--- src/wdp_consts.svh ---
// constants for the watchdog and power-down wake-up block
`ifndef WDP_CONSTS_SVH
`define WDP_CONSTS_SVH
`define WDP_ADDR_WDCTRL 8'h00
`define WDP_ADDR_RSTCAUSE 8'h04
`define WDP_ADDR_PWRCTRL 8'h08
`define WDP_ADDR_STATUS 8'h0c
`define WDP_ADDR_WAKE 8'h10
`define WDP_WDCTRL_RESET 8'h53
`define WDP_KEY_DISABLE 5'h15
`define WDP_KEY_ENABLE 5'h0a
`define WDP_CLK_HZ 125000000
`define WDP_LOW_SPEED_RC_OSC_HZ 32000
`define WDP_LOW_SPEED_RC_OSC_DIV (`WDP_CLK_HZ / `WDP_LOW_SPEED_RC_OSC_HZ)
`define WDP_KEY_RESET_DELAY_US 100
`define WDP_KEY_RESET_CYCLES ((`WDP_KEY_RESET_DELAY_US * (`WDP_CLK_HZ / 1000000)))
`define WDP_FULL_RESET_CYCLES 16
`endif

--- src/wdp_pkg.sv ---
// types for the watchdog and power-down wake-up block
package wdp_pkg;
  typedef enum logic [2:0] {WDP_RUN, WDP_SLEEP, WDP_IDLE_SUB, WDP_IDLE_BOTH, WDP_IDLE_FAST}
    wdp_mode_e;
endpackage

--- src/wdp_watchdog.sv ---
// watchdog timer with halt-mode control, wake-up and axi4-lite registers
`timescale 1ns/1ns
`default_nettype none
`include "wdp_consts.svh"
// Overview of operation
// - halt with fast keep 0, slow keep 1 enters sub-only idle
// - halt with both keep bits 1 enters idle with both clocks
// - halt with fast keep 1, slow keep 0 enters fast-only idle
// - halt with both keep bits 0 enters sleep, system clock stopped
// - entering power-down sets powerdown flag, clears expired flag
// - halt clears watchdog counter, which counts on only if enabled
// - wake on masked port A falling edge, interrupt, or overflow
// - powerdown flag set by halt, cleared by power-up or clear instruction
// - overflow while halted sets expired flag, resets only pc and sp
// - port A wake resumes after the halt instruction
// - interrupt wake: disabled or stack full resumes after halt, else vectors
// - interrupts already pending before halt cannot wake
// - watchdog from 32 kHz rc, select gives 2^8..2^15 cycles
// - key 10101 disables, key 01010 enables watchdog
// - any other key gives full reset after delay, sets key-reset flag
// - power-on loads enable key and period select 011
// - key-reset flag set by key reset, cleared only by power-up or software zero
// - overflow while running gives full reset, sets expired flag
// - counter cleared by key reset, clear instruction, or halt
module wdp_watchdog
  import wdp_pkg::*;
(
  input wire logic CLK_SYS_I, // system clock 125 MHz
  input wire logic RESET_N_I, // async reset, active low
  input wire logic [7:0] AWADDR_I, // write address
  input wire logic AWVALID_I, // write address valid
  output logic AWREADY_O, // write address ready
  input wire logic [31:0] WDATA_I, // write data
  input wire logic [3:0] WSTRB_I, // write strobes
  input wire logic WVALID_I, // write data valid
  output logic WREADY_O, // write data ready
  output logic [1:0] BRESP_O, // write response
  output logic BVALID_O, // write response valid
  input wire logic BREADY_I, // write response ready
  input wire logic [7:0] ARADDR_I, // read address
  input wire logic ARVALID_I, // read address valid
  output logic ARREADY_O, // read address ready
  output logic [31:0] RDATA_O, // read data
  output logic [1:0] RRESP_O, // read response
  output logic RVALID_O, // read valid
  input wire logic RREADY_I, // read ready
  input wire logic HALT_I, // halt instruction executed, pulse
  input wire logic CLEAR_WDT_I, // clear-watchdog instruction, pulse
  input wire logic [7:0] PORTA_I, // port A pins
  input wire logic [7:0] IRQ_REQ_I, // interrupt request flags
  input wire logic [7:0] IRQ_EN_I, // interrupt enables
  input wire logic STACK_FULL_I, // cpu stack full
  output logic CPU_STALL_O, // program execution stopped
  output logic HS_CLK_EN_O, // high-speed clock running
  output logic SUB_CLK_EN_O, // sub clock running
  output logic SYS_CLK_EN_O, // system clock running
  output logic WAKE_RESUME_O, // pulse: resume after halt
  output logic WAKE_IRQ_O, // pulse: take interrupt response
  output logic PC_SP_RESET_O, // pulse: clear pc and sp only
  output logic FULL_RESET_O, // full device reset request
  output logic POWERDOWN_FLAG_O, // powerdown flag
  output logic WATCHDOG_EXPIRED_FLAG_O // watchdog-expired flag
);

  logic [7:0] wdctrl_ff;
  logic key_reset_flag_ff;
  logic fast_osc_halt_keep_ff;
  logic slow_osc_halt_keep_ff;
  logic [7:0] porta_wake_mask_ff;
  logic powerdown_flag_ff;
  logic watchdog_expired_flag_ff;
  wdp_mode_e mode_ff;
  logic [14:0] wdt_cnt_ff;
  logic [12:0] low_speed_rc_osc_div_ff;
  logic low_speed_rc_osc_tick;
  logic [7:0] porta_d_ff;
  logic [7:0] irq_mask_ff;
  logic [15:0] key_delay_ff;
  logic key_pending_ff;
  logic [4:0] full_rst_ff;
  logic wdt_enable;
  logic key_bad;
  logic overflow;
  logic [14:0] cnt_inc;
  logic halted;
  logic porta_wake;
  logic irq_wake;
  logic wake;
  logic aw_ok_ff;
  logic w_ok_ff;
  logic [7:0] awaddr_ff;
  logic [31:0] wdata_ff;
  logic [3:0] wstrb_ff;
  logic wr_go;
  logic [31:0] rd_val;
  logic rd_hit;

  function automatic logic addr_mapped(input logic [7:0] a);
    addr_mapped = (a == `WDP_ADDR_WDCTRL) || (a == `WDP_ADDR_RSTCAUSE) ||
      (a == `WDP_ADDR_PWRCTRL) || (a == `WDP_ADDR_STATUS) || (a == `WDP_ADDR_WAKE);
  endfunction

  // axi4-lite write: address and data taken in either order
  assign AWREADY_O = !aw_ok_ff && !BVALID_O;
  assign WREADY_O = !w_ok_ff && !BVALID_O;
  assign wr_go = aw_ok_ff && w_ok_ff && !BVALID_O;

  always_ff @(posedge CLK_SYS_I or negedge RESET_N_I)
  begin
    if (!RESET_N_I)
    begin
      aw_ok_ff <= 1'b0;
      w_ok_ff <= 1'b0;
      awaddr_ff <= 8'h00;
      wdata_ff <= 32'h0;
      wstrb_ff <= 4'h0;
      BVALID_O <= 1'b0;
      BRESP_O <= 2'b00;
    end
    else
    begin
      if (AWVALID_I && AWREADY_O)
      begin
        aw_ok_ff <= 1'b1;
        awaddr_ff <= AWADDR_I;
      end
      if (WVALID_I && WREADY_O)
      begin
        w_ok_ff <= 1'b1;
        wdata_ff <= WDATA_I;
        wstrb_ff <= WSTRB_I;
      end
      if (wr_go)
      begin
        aw_ok_ff <= 1'b0;
        w_ok_ff <= 1'b0;
        BVALID_O <= 1'b1;
        BRESP_O <= addr_mapped(awaddr_ff) ? 2'b00 : 2'b10;
      end
      else if (BVALID_O && BREADY_I)
        BVALID_O <= 1'b0;
    end
  end

  // axi4-lite read: one-cycle answer after the address is taken
  assign ARREADY_O = !RVALID_O;

  always_comb
  begin
    rd_val = 32'h0;
    rd_hit = 1'b1;
    if (ARADDR_I == `WDP_ADDR_WDCTRL)
      rd_val = {24'h0, wdctrl_ff};
    else if (ARADDR_I == `WDP_ADDR_RSTCAUSE)
      rd_val = {31'h0, key_reset_flag_ff};
    else if (ARADDR_I == `WDP_ADDR_PWRCTRL)
      rd_val = {30'h0, fast_osc_halt_keep_ff, slow_osc_halt_keep_ff};
    else if (ARADDR_I == `WDP_ADDR_STATUS)
      rd_val = {26'h0, watchdog_expired_flag_ff, powerdown_flag_ff, 1'b0, mode_ff};
    else if (ARADDR_I == `WDP_ADDR_WAKE)
      rd_val = {24'h0, porta_wake_mask_ff};
    else
      rd_hit = 1'b0;
  end

  always_ff @(posedge CLK_SYS_I or negedge RESET_N_I)
  begin
    if (!RESET_N_I)
    begin
      RVALID_O <= 1'b0;
      RDATA_O <= 32'h0;
      RRESP_O <= 2'b00;
    end
    else if (ARVALID_I && ARREADY_O)
    begin
      RVALID_O <= 1'b1;
      RDATA_O <= rd_val;
      RRESP_O <= rd_hit ? 2'b00 : 2'b10;
    end
    else if (RVALID_O && RREADY_I)
      RVALID_O <= 1'b0;
  end

  // register writes; wdctrl restored to power-on value by a key reset
  always_ff @(posedge CLK_SYS_I or negedge RESET_N_I)
  begin
    if (!RESET_N_I)
    begin
      wdctrl_ff <= `WDP_WDCTRL_RESET;
      fast_osc_halt_keep_ff <= 1'b0;
      slow_osc_halt_keep_ff <= 1'b0;
      porta_wake_mask_ff <= 8'h00;
    end
    else if (FULL_RESET_O)
    begin
      wdctrl_ff <= `WDP_WDCTRL_RESET;
      fast_osc_halt_keep_ff <= 1'b0;
      slow_osc_halt_keep_ff <= 1'b0;
      porta_wake_mask_ff <= 8'h00;
    end
    else if (wr_go && wstrb_ff[0])
    begin
      if (awaddr_ff == `WDP_ADDR_WDCTRL)
        wdctrl_ff <= wdata_ff[7:0];
      else if (awaddr_ff == `WDP_ADDR_PWRCTRL)
      begin
        fast_osc_halt_keep_ff <= wdata_ff[1];
        slow_osc_halt_keep_ff <= wdata_ff[0];
      end
      else if (awaddr_ff == `WDP_ADDR_WAKE)
        porta_wake_mask_ff <= wdata_ff[7:0];
    end
  end

  assign wdt_enable = (wdctrl_ff[7:3] == `WDP_KEY_ENABLE);
  assign key_bad = (wdctrl_ff[7:3] != `WDP_KEY_ENABLE) &&
    (wdctrl_ff[7:3] != `WDP_KEY_DISABLE);

  // key-reset flag: survives the full reset it causes; set beats clear
  always_ff @(posedge CLK_SYS_I or negedge RESET_N_I)
  begin
    if (!RESET_N_I)
      key_reset_flag_ff <= 1'b0;
    else if (key_pending_ff && key_delay_ff == 16'h0)
      key_reset_flag_ff <= 1'b1;
    else if (wr_go && wstrb_ff[0] && awaddr_ff == `WDP_ADDR_RSTCAUSE && !wdata_ff[0])
      key_reset_flag_ff <= 1'b0;
  end

  // key-reset delay then a fixed-length full reset pulse
  always_ff @(posedge CLK_SYS_I or negedge RESET_N_I)
  begin
    if (!RESET_N_I)
    begin
      key_pending_ff <= 1'b0;
      key_delay_ff <= 16'h0;
    end
    else if (key_pending_ff)
    begin
      if (key_delay_ff == 16'h0)
        key_pending_ff <= 1'b0;
      else
        key_delay_ff <= key_delay_ff - 16'h1;
    end
    else if (key_bad && !FULL_RESET_O)
    begin
      key_pending_ff <= 1'b1;
      key_delay_ff <= 16'(`WDP_KEY_RESET_CYCLES - 1);
    end
  end

  assign FULL_RESET_O = (full_rst_ff != 5'h0);

  always_ff @(posedge CLK_SYS_I or negedge RESET_N_I)
  begin
    if (!RESET_N_I)
      full_rst_ff <= 5'h0;
    else if ((key_pending_ff && key_delay_ff == 16'h0) || (overflow && !halted))
      full_rst_ff <= 5'(`WDP_FULL_RESET_CYCLES);
    else if (FULL_RESET_O)
      full_rst_ff <= full_rst_ff - 5'h1;
  end

  // low-speed rc tick: one-cycle enable from the system clock
  assign low_speed_rc_osc_tick = (low_speed_rc_osc_div_ff == 13'(`WDP_LOW_SPEED_RC_OSC_DIV - 1));

  always_ff @(posedge CLK_SYS_I or negedge RESET_N_I)
  begin
    if (!RESET_N_I)
      low_speed_rc_osc_div_ff <= 13'h0;
    else if (low_speed_rc_osc_tick)
      low_speed_rc_osc_div_ff <= 13'h0;
    else
      low_speed_rc_osc_div_ff <= low_speed_rc_osc_div_ff + 13'h1;
  end

  // overflow when the selected bit falls on the next increment
  assign cnt_inc = wdt_cnt_ff + 15'h1;
  assign overflow = wdt_enable && low_speed_rc_osc_tick && !FULL_RESET_O &&
    wdt_cnt_ff[7 + wdctrl_ff[2:0]] && !cnt_inc[7 + wdctrl_ff[2:0]];

  always_ff @(posedge CLK_SYS_I or negedge RESET_N_I)
  begin
    if (!RESET_N_I)
      wdt_cnt_ff <= 15'h0;
    else if (FULL_RESET_O || key_bad || CLEAR_WDT_I || (HALT_I && !halted))
      wdt_cnt_ff <= 15'h0;
    else if (!wdt_enable)
      wdt_cnt_ff <= 15'h0;
    else if (overflow)
      wdt_cnt_ff <= 15'h0;
    else if (low_speed_rc_osc_tick)
      wdt_cnt_ff <= cnt_inc;
  end

  // halt mode control
  assign halted = (mode_ff != WDP_RUN);
  assign porta_wake = |(porta_d_ff & ~PORTA_I & porta_wake_mask_ff);
  assign irq_wake = |(IRQ_REQ_I & ~irq_mask_ff);
  assign wake = halted && (porta_wake || irq_wake || overflow);

  always_ff @(posedge CLK_SYS_I or negedge RESET_N_I)
  begin
    if (!RESET_N_I)
    begin
      porta_d_ff <= 8'hff;
      irq_mask_ff <= 8'h00;
    end
    else
    begin
      porta_d_ff <= PORTA_I;
      if (HALT_I && !halted)
        irq_mask_ff <= IRQ_REQ_I;
    end
  end

  always_ff @(posedge CLK_SYS_I or negedge RESET_N_I)
  begin
    if (!RESET_N_I)
      mode_ff <= WDP_RUN;
    else if (FULL_RESET_O || wake)
      mode_ff <= WDP_RUN;
    else if (HALT_I && !halted)
    begin
      case ({fast_osc_halt_keep_ff, slow_osc_halt_keep_ff})
        2'b01: mode_ff <= WDP_IDLE_SUB;
        2'b11: mode_ff <= WDP_IDLE_BOTH;
        2'b10: mode_ff <= WDP_IDLE_FAST;
        default: mode_ff <= WDP_SLEEP;
      endcase
    end
  end

  // clocks and stall; memory and ports untouched while halted
  assign CPU_STALL_O = halted;
  assign HS_CLK_EN_O = (mode_ff == WDP_RUN) || (mode_ff == WDP_IDLE_BOTH) ||
    (mode_ff == WDP_IDLE_FAST);
  assign SUB_CLK_EN_O = (mode_ff == WDP_RUN) || (mode_ff == WDP_IDLE_BOTH) ||
    (mode_ff == WDP_IDLE_SUB);
  assign SYS_CLK_EN_O = !halted;

  // wake outcome pulses
  always_ff @(posedge CLK_SYS_I or negedge RESET_N_I)
  begin
    if (!RESET_N_I)
    begin
      WAKE_RESUME_O <= 1'b0;
      WAKE_IRQ_O <= 1'b0;
      PC_SP_RESET_O <= 1'b0;
    end
    else
    begin
      PC_SP_RESET_O <= wake && overflow;
      WAKE_RESUME_O <= wake && !overflow && (porta_wake ||
        !(|(IRQ_REQ_I & ~irq_mask_ff & IRQ_EN_I)) || STACK_FULL_I);
      WAKE_IRQ_O <= wake && !overflow && !porta_wake &&
        (|(IRQ_REQ_I & ~irq_mask_ff & IRQ_EN_I)) && !STACK_FULL_I;
    end
  end

  // status flags; halt setting wins over a same-cycle clear instruction
  always_ff @(posedge CLK_SYS_I or negedge RESET_N_I)
  begin
    if (!RESET_N_I)
      powerdown_flag_ff <= 1'b0;
    else if (HALT_I && !halted)
      powerdown_flag_ff <= 1'b1;
    else if (CLEAR_WDT_I)
      powerdown_flag_ff <= 1'b0;
  end

  always_ff @(posedge CLK_SYS_I or negedge RESET_N_I)
  begin
    if (!RESET_N_I)
      watchdog_expired_flag_ff <= 1'b0;
    else if (overflow)
      watchdog_expired_flag_ff <= 1'b1;
    else if (HALT_I && !halted)
      watchdog_expired_flag_ff <= 1'b0;
  end

  assign POWERDOWN_FLAG_O = powerdown_flag_ff;
  assign WATCHDOG_EXPIRED_FLAG_O = watchdog_expired_flag_ff;

  // software duty: clear within the selected period
endmodule
`default_nettype wire

--- config.mk ---
export PLATFORM = sky130hd
export DESIGN_NAME = wdp_watchdog
export DESIGN_NICKNAME = d
export VERILOG_FILES = /design/src/wdp_pkg.sv /design/src/wdp_watchdog.sv
export VERILOG_INCLUDE_DIRS = /design/src
export SDC_FILE = /design/constraint.sdc
export NUM_CORES = 1
export LEC_CHECK = 0
export BUFFER_PORTS_ARGS = -buffer_cell sky130_fd_sc_hd__buf_2
export CORE_ASPECT_RATIO = 1.1
export CORE_MARGIN = 5
export CORE_UTILIZATION = 50
export DETAILED_ROUTE_END_ITERATION = 8
export HOLD_SLACK_MARGIN = 0.1
export PLACE_DENSITY = 0.84
export SLEW_MARGIN = 20
export SYNTH_ARGS = -nofsm -noshare
export SYNTH_HDL_FRONTEND = slang
export SYNTH_SLANG_ARGS = --single-unit
export TNS_END_PERCENT = 1
--- constraint.sdc ---
create_clock -name CLK_SYS_I -period 3.1 [get_ports CLK_SYS_I]
set_clock_uncertainty 0.2 [all_clocks]
set_input_delay 0.62 -clock CLK_SYS_I [delete_from_list [all_inputs] [get_ports CLK_SYS_I]]
set_output_delay 0.62 -clock CLK_SYS_I [all_outputs]
set_load 0.02 [all_outputs]
==> metrics.md, run 1 <==
| Metric | Value |
|---|---|
| Crit path DAT | `roughly 3.1 ns` |
| Count of final hold-check violations | `0` |
| Dpl cell area | `0.00697 mm²` |
| Remaining global-route overflow | `0` |
| EDFF count, synth | `0` |
| Clk Latency, worst-skew pair | `~0.42 ns` |
| Pins over their slew limit | `0` |
| Slew margin rel. | `57.1%` |
| Final Cell Area | `between 0.007 and 0.008 mm²` |
| Setup violations, final | `0` |
| CP max FO | `8` |
| Inserted Diodes | `0` |
| Via density | `around 5.4` |
| WL final | `roughly 14000 µm` |
| Most common cell in the netlist | `dfrtp_1` |
| Setup Buffers After CTS | `0` |
| Yosys Warn Count | `0` |
| Worst EP required | `3.20 ns` |
| Max incr delay on CP | `between 0.5 and 0.6 ns` |
| DPL Wire Length | `just over 10000 µm` |
| TritonCTS buffer count | `17` |
| Worst setup SP type | `register` |
| Buffers & Inverters on Critical Path | `1` |
| CP top delay family | `simple AND/OR/NAND/NOR gates` |
| Starting Density | `between 50% and 60%` |
| Global router's overall resource usage | `between 20% and 30%` |
| H-tree levels | `4` |
| Antenna violations before repair | `0` |
| Mapped Area | `about 0.0063 mm²` |
| Critical-path cell list | `clkinv_1 > ha_1 > or4b_1 > o32a_1 > o311ai_4 > o21ai_2 > or3b_1` |
| Post-Syn Instances | `647` |
| PD cells | `about 670 mW/mm²` |
| I/O Buffers | `between 80 and 90` |
| First-pass GRT wire length | `between 20000 and 25000 µm` |
| Core Region | `~0.013 mm²` |
| Clk sinks | `~120` |
| Die Area | `0.0150 mm²` |
| Post-synth top area share | `between 40% and 50%` |
| LEAKAGE | `about 0.0035 µW` |
| Peak VDD IR | `~0.6 mV` |
| Slowest CP cell | `or4b_1` |
| Synth top area cells | `dfrtp_1 44%, dfstp_2 5.0%, nor2_1 4.9%, mux2_2 4.6%, nand2_1 3.7%` |
| Root Buffer | `clkbuf_16` |
| Post-synthesis sequential area ratio | `49.3%` |
| Share of cells above drive strength 1 | `24.0%` |
| Unrepaired setup endpoints after global routing | `false` |
| Critical path class | `reg -> reg` |
| Post-synth top cells | `112 x dfrtp_1, 83 x nor2_1, 62 x nand2_1` |
| Remaining DRCs | `0` |
| Clock-pin slew on the worst setup and hold paths | `roughly 0.050 ns` |
| Die X | `about 120 µm` |
| Run status | `completed` |
| Post-layout worst setup margin | `0.140 ns` |
| Cell taking the most area after synthesis | `dfrtp_1` |
| Netlist cell types | `61` |
| Place WS | `0.0391 ns` |
| Total power | `~5100 µW` |
| Fin crit share | `a little over nine tenths` |
| Die H | `~130 µm` |
| Vias | `around 5100` |
| Wire per inst | `around 15 µm` |
| Achievable frequency | `~340 MHz` |
| Mapped Avg Cell Area | `~10 µm²` |
| Bufs on Longest Clock Path | `2` |
| Final Util | `about three fifths` |
| RePlAce Congestion | `just under 0.9` |
| Async SR Flop Fraction | `100%` |
| Max capacitance violation total | `0` |
| ANT nets after route | `0` |
| Area delta synth->final | `20.0%` |
| CTS tree | `built` |
| Crit end category | `register` |
| FP Rows | `43` |
| Final worst path period need | `between 2 and 3 ns` |
| Synth Flop Type | `dfrtp_1` |
| Worst-margin pin slew | `~0.64 ns` |
| Worst Hold Class | `in -> reg` |
| Largest net degree at the start of global routing | `between 60 and 70` |
| # IOs | `137` |
| 1st-pass router iterations | `5` |
| Fin Setup TNS | `0 ns` |
| Vias in the first global route | `around 5000` |
| #FFs+latches synth | `about 120` |
| Final net count | `about 860` |
| DRT iter0 DRCs | `slightly above 400` |
[flip-flops by register name (all words and copies together) (netlist names), 3 cells and up]
signal / cells
RDATA_O: 8
wdata_ff: 8
porta_d_ff: 8
mode_ff: 3
key_delay_ff: 16
wdt_cnt_ff: 15
full_rst_ff: 5
low_speed_rc_osc_div_ff: 13
irq_mask_ff: 8
awaddr_ff: 8
wdctrl_ff: 8
porta_wake_mask_ff: 8
[power by group]
part | internal, µW | switching (µW)
Clock | 1220 | 691
Sequential | 1890 | 219
Combinational | 466 | 575
Total | 3570 | 1480
[cell type report]
class | instances | area, µm²
multi-input cells | 470 | 2910
clock inverters | 8 | 92.6
fillers | 1018 | 4940
repair buffers | 114 | 678
inverters | 34 | 128
flip-flops and latches | 124 | 3120
clock buffers | 24 | 472
well taps | 157 | 196
[cell families after synthesis]
kind of cell | after synthesis | share of synthesized area, %
AOI/OAI and AO/OA | 86 | 8.86
xor gates and xnor gates | 37 | 5.12
DFF | 124 | 49.3
buffers and inverters | 78 | 6.31
and+or+nand+nor | 270 | 21.2
muxes | 41 | 7.21
adders and majority gates | 10 | 1.98
other | 1 | 0.0592
[metrics by stage]
step	hold slack, ns	cells
after global routing	0.103	931
after floorplan	0.124	672
after detailed placement	0.262	893
after global placement	0.258	893
after CTS	0.102	930
final	0.113	931
[path summary, 6_finish.rpt]
kind	from	endpoint	slack, ns	cells after the start
max in group asynchronous	RESET_N_I	porta_d_ff[6]$_DFF_PN1_	1.38	3
hold / removal	PORTA_I[2]	porta_d_ff[2]$_DFF_PN1_	0.11	1
min in group asynchronous	RESET_N_I	key_delay_ff[11]$_DFFE_PN0P_	0.56	2
setup reg to reg	wdctrl_ff[0]$_DFFE_PN1P_	full_rst_ff[4]$_DFFE_PN0P_	0.14	7
hold reg to reg	RDATA_O[3]$_DFFE_PN0P_	RDATA_O[3]$_DFFE_PN0P_	0.27	2
setup / recovery	wdctrl_ff[0]$_DFFE_PN1P_	full_rst_ff[4]$_DFFE_PN0P_	0.14	7
[per-layer routing]
metal	wire length, µm	GRT usage (%)
met3	821	6.19
met1	6160	26.9
met4	472	8.50
met5	0	0
met2	6900	31.2
[timing repair]
item	in CTS	in global routing
setup endpoints to repair	0	21
gates resized for setup	0	2
hold buffers	5	1
endpoints found under the hold margin	47	1
[cells in the final DEF, fill, tap and decap left out, types with 5 or more instances in the layout]
cell and n:
mux2i_1 13, dfstp_2 12, and3_1 6, conb_1 26
nand3_1 33, o21ai_0 20, inv_1 32, buf_4 25
clkbuf_16 17, dlygate4sd3_1 6, dfrtp_1 112, ha_1 10
a22oi_1 7, nor4_1 11, nor2_1 83, nand3b_1 12
nor3_1 15, xor2_1 21, buf_2 82, a21oi_1 21
mux2_2 26, xnor2_1 15, nand2_1 62, clkbuf_1 5
clkinv_2 5, nand4_1 11, o22ai_1 10, and2_1 6
Note: power is estimated with default switching activity, not from simulation.
==> run 2: changes to the inputs <==
==> constraint.sdc (replaced) <==
create_clock -name CLK_SYS_I -period 2.7 [get_ports CLK_SYS_I]
set_clock_uncertainty 0.2 [all_clocks]
set_input_delay 0.54 -clock CLK_SYS_I [delete_from_list [all_inputs] [get_ports CLK_SYS_I]]
set_output_delay 0.54 -clock CLK_SYS_I [all_outputs]
set_load 0.02 [all_outputs]
==> run 2 against run 1 <==
  * The run now ends with negative setup slack left
  * Via count increased by 5.8%
  * Maximum frequency increased by 7.0%
  * Hold slack improved by 0.039 ns
  * Sequential share of layout area decreased by 2.5 points
  * Cell area increased by 6.6%
  * Worst setup slack got worse by 0.21 ns
  * First-iteration DRC count decreased by 19%
  * Power increased by 20%
  * Flip-flop and latch count unchanged
  * Non-clock buffer count increased by 42
  * Die area unchanged
  * Critical endpoint unchanged
  * Largest cell class unchanged
==> metrics.md, run 2 (synthesized netlist as in run 1, its figures left out) <==
| Metric | Value |
|---|---|
| Final net count | `899` |
| Die H | `about 130 µm` |
| Vias in the first global route | `approximately 5400` |
| # IOs | `between 100 and 150` |
| DRT iter0 DRCs | `roughly 340` |
| Most frequent cells in the layout | `112 x dfrtp_1, 82 x buf_2, 81 x nor2_1, 61 x nand2_1, 61 x buf_4` |
| Buffers & Inverters on Critical Path | `0` |
| Clock-pin slew on the worst setup and hold paths | `approximately 0.05 ns` |
| TritonCTS buffer count | `17` |
| Largest net degree at the start of global routing | `between 40 and 50` |
| Max reg flops | `16` |
| Crit path DAT | `around 2.9 ns` |
| WL final | `around 16000 µm` |
| Antenna violations before repair | `0` |
| CP max FO | `5` |
| Slowest CP cell | `or4_4` |
| Wire per inst | `16.4 µm` |
| Remaining DRCs | `0` |
| H-tree levels | `4` |
| Inserted Diodes | `0` |
| Setup violations, final | `18` |
| FP Rows | `43` |
| Starting Density | `slightly above 50%` |
| Unrepaired setup endpoints after global routing | `true` |
| 1st-pass router iterations | `5` |
| Max capacitance violation total | `0` |
| Die Area | `between 0.015 and 0.02 mm²` |
| Worst Setup SP | `wdt_cnt_ff[7]$_DFFE_PN0P_` |
| Commonest non-fill, non-tap cell in the layout | `dfrtp_1` |
| Crit end category | `register` |
| Post-layout worst setup margin | `-0.0668 ns` |
| Vias | `between 5000 and 6000` |
| Root Buffer | `clkbuf_16` |
| Critical-path cell list | `nand4_1 > or4_4 > mux2_4 > and4_4 > o311ai_4 > o21ai_2 > or3b_1` |
| Worst r2r src | `wdt_cnt_ff[7]$_DFFE_PN0P_` |
| Violated checks | `negative setup slack` |
| Clk sinks | `roughly 120` |
| PD cells | `about 750 mW/mm²` |
| Bufs on Longest Clock Path | `2` |
| DPL Wire Length | `between 10000 and 15000 µm` |
| Count of final hold-check violations | `0` |
| Core Region | `0.0125 mm²` |
| Remaining global-route overflow | `0` |
| Fin crit share | `102%` |
| Finished Layout Cells | `973` |
| RePlAce Congestion | `around 0.90` |
| R2r setup slk | `-0.07 ns` |
| Worst Hold Class | `in -> reg` |
| CTS tree | `built` |
| First-pass GRT wire length | `25900 µm` |
| I/O Buffers | `83` |
| CP top delay family | `simple AND/OR/NAND/NOR gates` |
| Via density | `between 5 and 6` |
| LEAKAGE | `0.00377 µW` |
| Max incr delay on CP | `roughly 0.57 ns` |
| Clk Latency, worst-skew pair | `~0.42 ns` |
| Critical path class | `reg -> reg` |
| Worst setup SP type | `register` |
| Die X | `roughly 120 µm` |
| Peak VDD IR | `between 0.7 and 0.8 mV` |
| Final worst path period need | `2.77 ns` |
| ANT nets after route | `0` |
| Pins over their slew limit | `0` |
| Worst EP required | `~2.8 ns` |
| Worst-margin pin slew | `between 0.5 and 0.6 ns` |
| Area delta synth->final | `28.0%` |
| Top reg by flops | `key_delay_ff` |
| Top Registers | `key_delay_ff: 16 flops, wdt_cnt_ff: 15 flops, low_speed_rc_osc_div_ff: 13 flops` |
| Run status | `finished with violations` |
| Global router's overall resource usage | `about 22%` |
| Slew margin rel. | `between 60% and 70%` |
| Fillers | `about 920` |
| Share of cells above drive strength 1 | `29.7%` |
| Hold Startpoint | `AWADDR_I[0]` |
| Achievable frequency | `approximately 360 MHz` |
| Total power | `a little over 6000 µW` |
| Cell count after placement | `923` |
run 2: cell count changes in the layout (fill, tap and decap cells not counted), moves of 2 or more:
cell,delta
buf_4,+36
clkbuf_8,+2
clkinv_2,-2
clkinv_4,+2
dlygate4sd3_1,+5
ha_1,-2
nor2_1,-2
nor2_2,+2
nor4_1,-2
nor4_4,+2
or4_1,-2
or4_4,+2
run 2: worst paths after layout:
kind	endpoint	cells past startpoint
max	full_rst_ff[4]$_DFFE_PN0P_	7
min	awaddr_ff[0]$_DFFE_PN0P_	2
max reg2reg	full_rst_ff[4]$_DFFE_PN0P_	7
min reg2reg	BRESP_O[1]$_DFFE_PN0P_	1
max in group asynchronous	porta_d_ff[1]$_DFF_PN1_	3
min in group asynchronous	RVALID_O$_DFFE_PN0P_	2
run 2: what timing repair did:
action | 4_1_cts | 5_1_grt
hold buffers | 11 | 0
buffers inserted | 5 | 2
pin swaps | 3 | 8
setup endpoints to repair | 27 | 39
resized for setup | 6 | 16
hold endpoints to repair | 42 | 0
run 2: metrics by stage:
stage	TNS [ns]	util [%]	area, µm²	hold WS [ns]	worst slack, ns
2_1_floorplan	-0.143	-	6470	0.0444	-0.0414
3_3_place_gp	0	57.7	7230	0.259	0.000631
3_5_place_dp	-0.0153	57.7	7230	0.264	-0.0153
4_1_cts	-0.443	63.9	8020	0.148	-0.0589
5_1_grt	-2.18	64.6	8100	0.140	-0.140
6_report	-0.459	64.6	8100	0.152	-0.0668
run 2: routing by layer:
metal	track usage, %	vias up	routed length (µm)
li1	-	2520	-
met1	26.5	2606	6450
met2	37.8	178	8160
met3	4.86	45	840
met4	8.50	0	490
met5	0	-	0
run 2: final cells by class:
class	count	area [µm²]	share of cell area [%]
sequential	124	3120	38.5
multi-input combinational	470	3030	37.5
timing repair buffer	156	1010	12.5
clock buffer	25	495	6.12
tap	157	196	2.43
inverter	34	133	1.64
clock inverter	7	114	1.41
run 2: power by group:
part	switching (µW)	internal (µW)	leakage [µW]
Sequential	254	2170	0.00156
Combinational	708	600	0.00190
Clock	784	1550	0.000301
run 2: worst register-to-register path, stage by stage, from the launching register on:
cell and delay, ns:
dfrtp_1 0.35, nand4_1 0.21, or4_4 0.57, mux2_4 0.32
and4_4 0.18, o311ai_4 0.40, o21ai_2 0.09, or3b_1 0.34
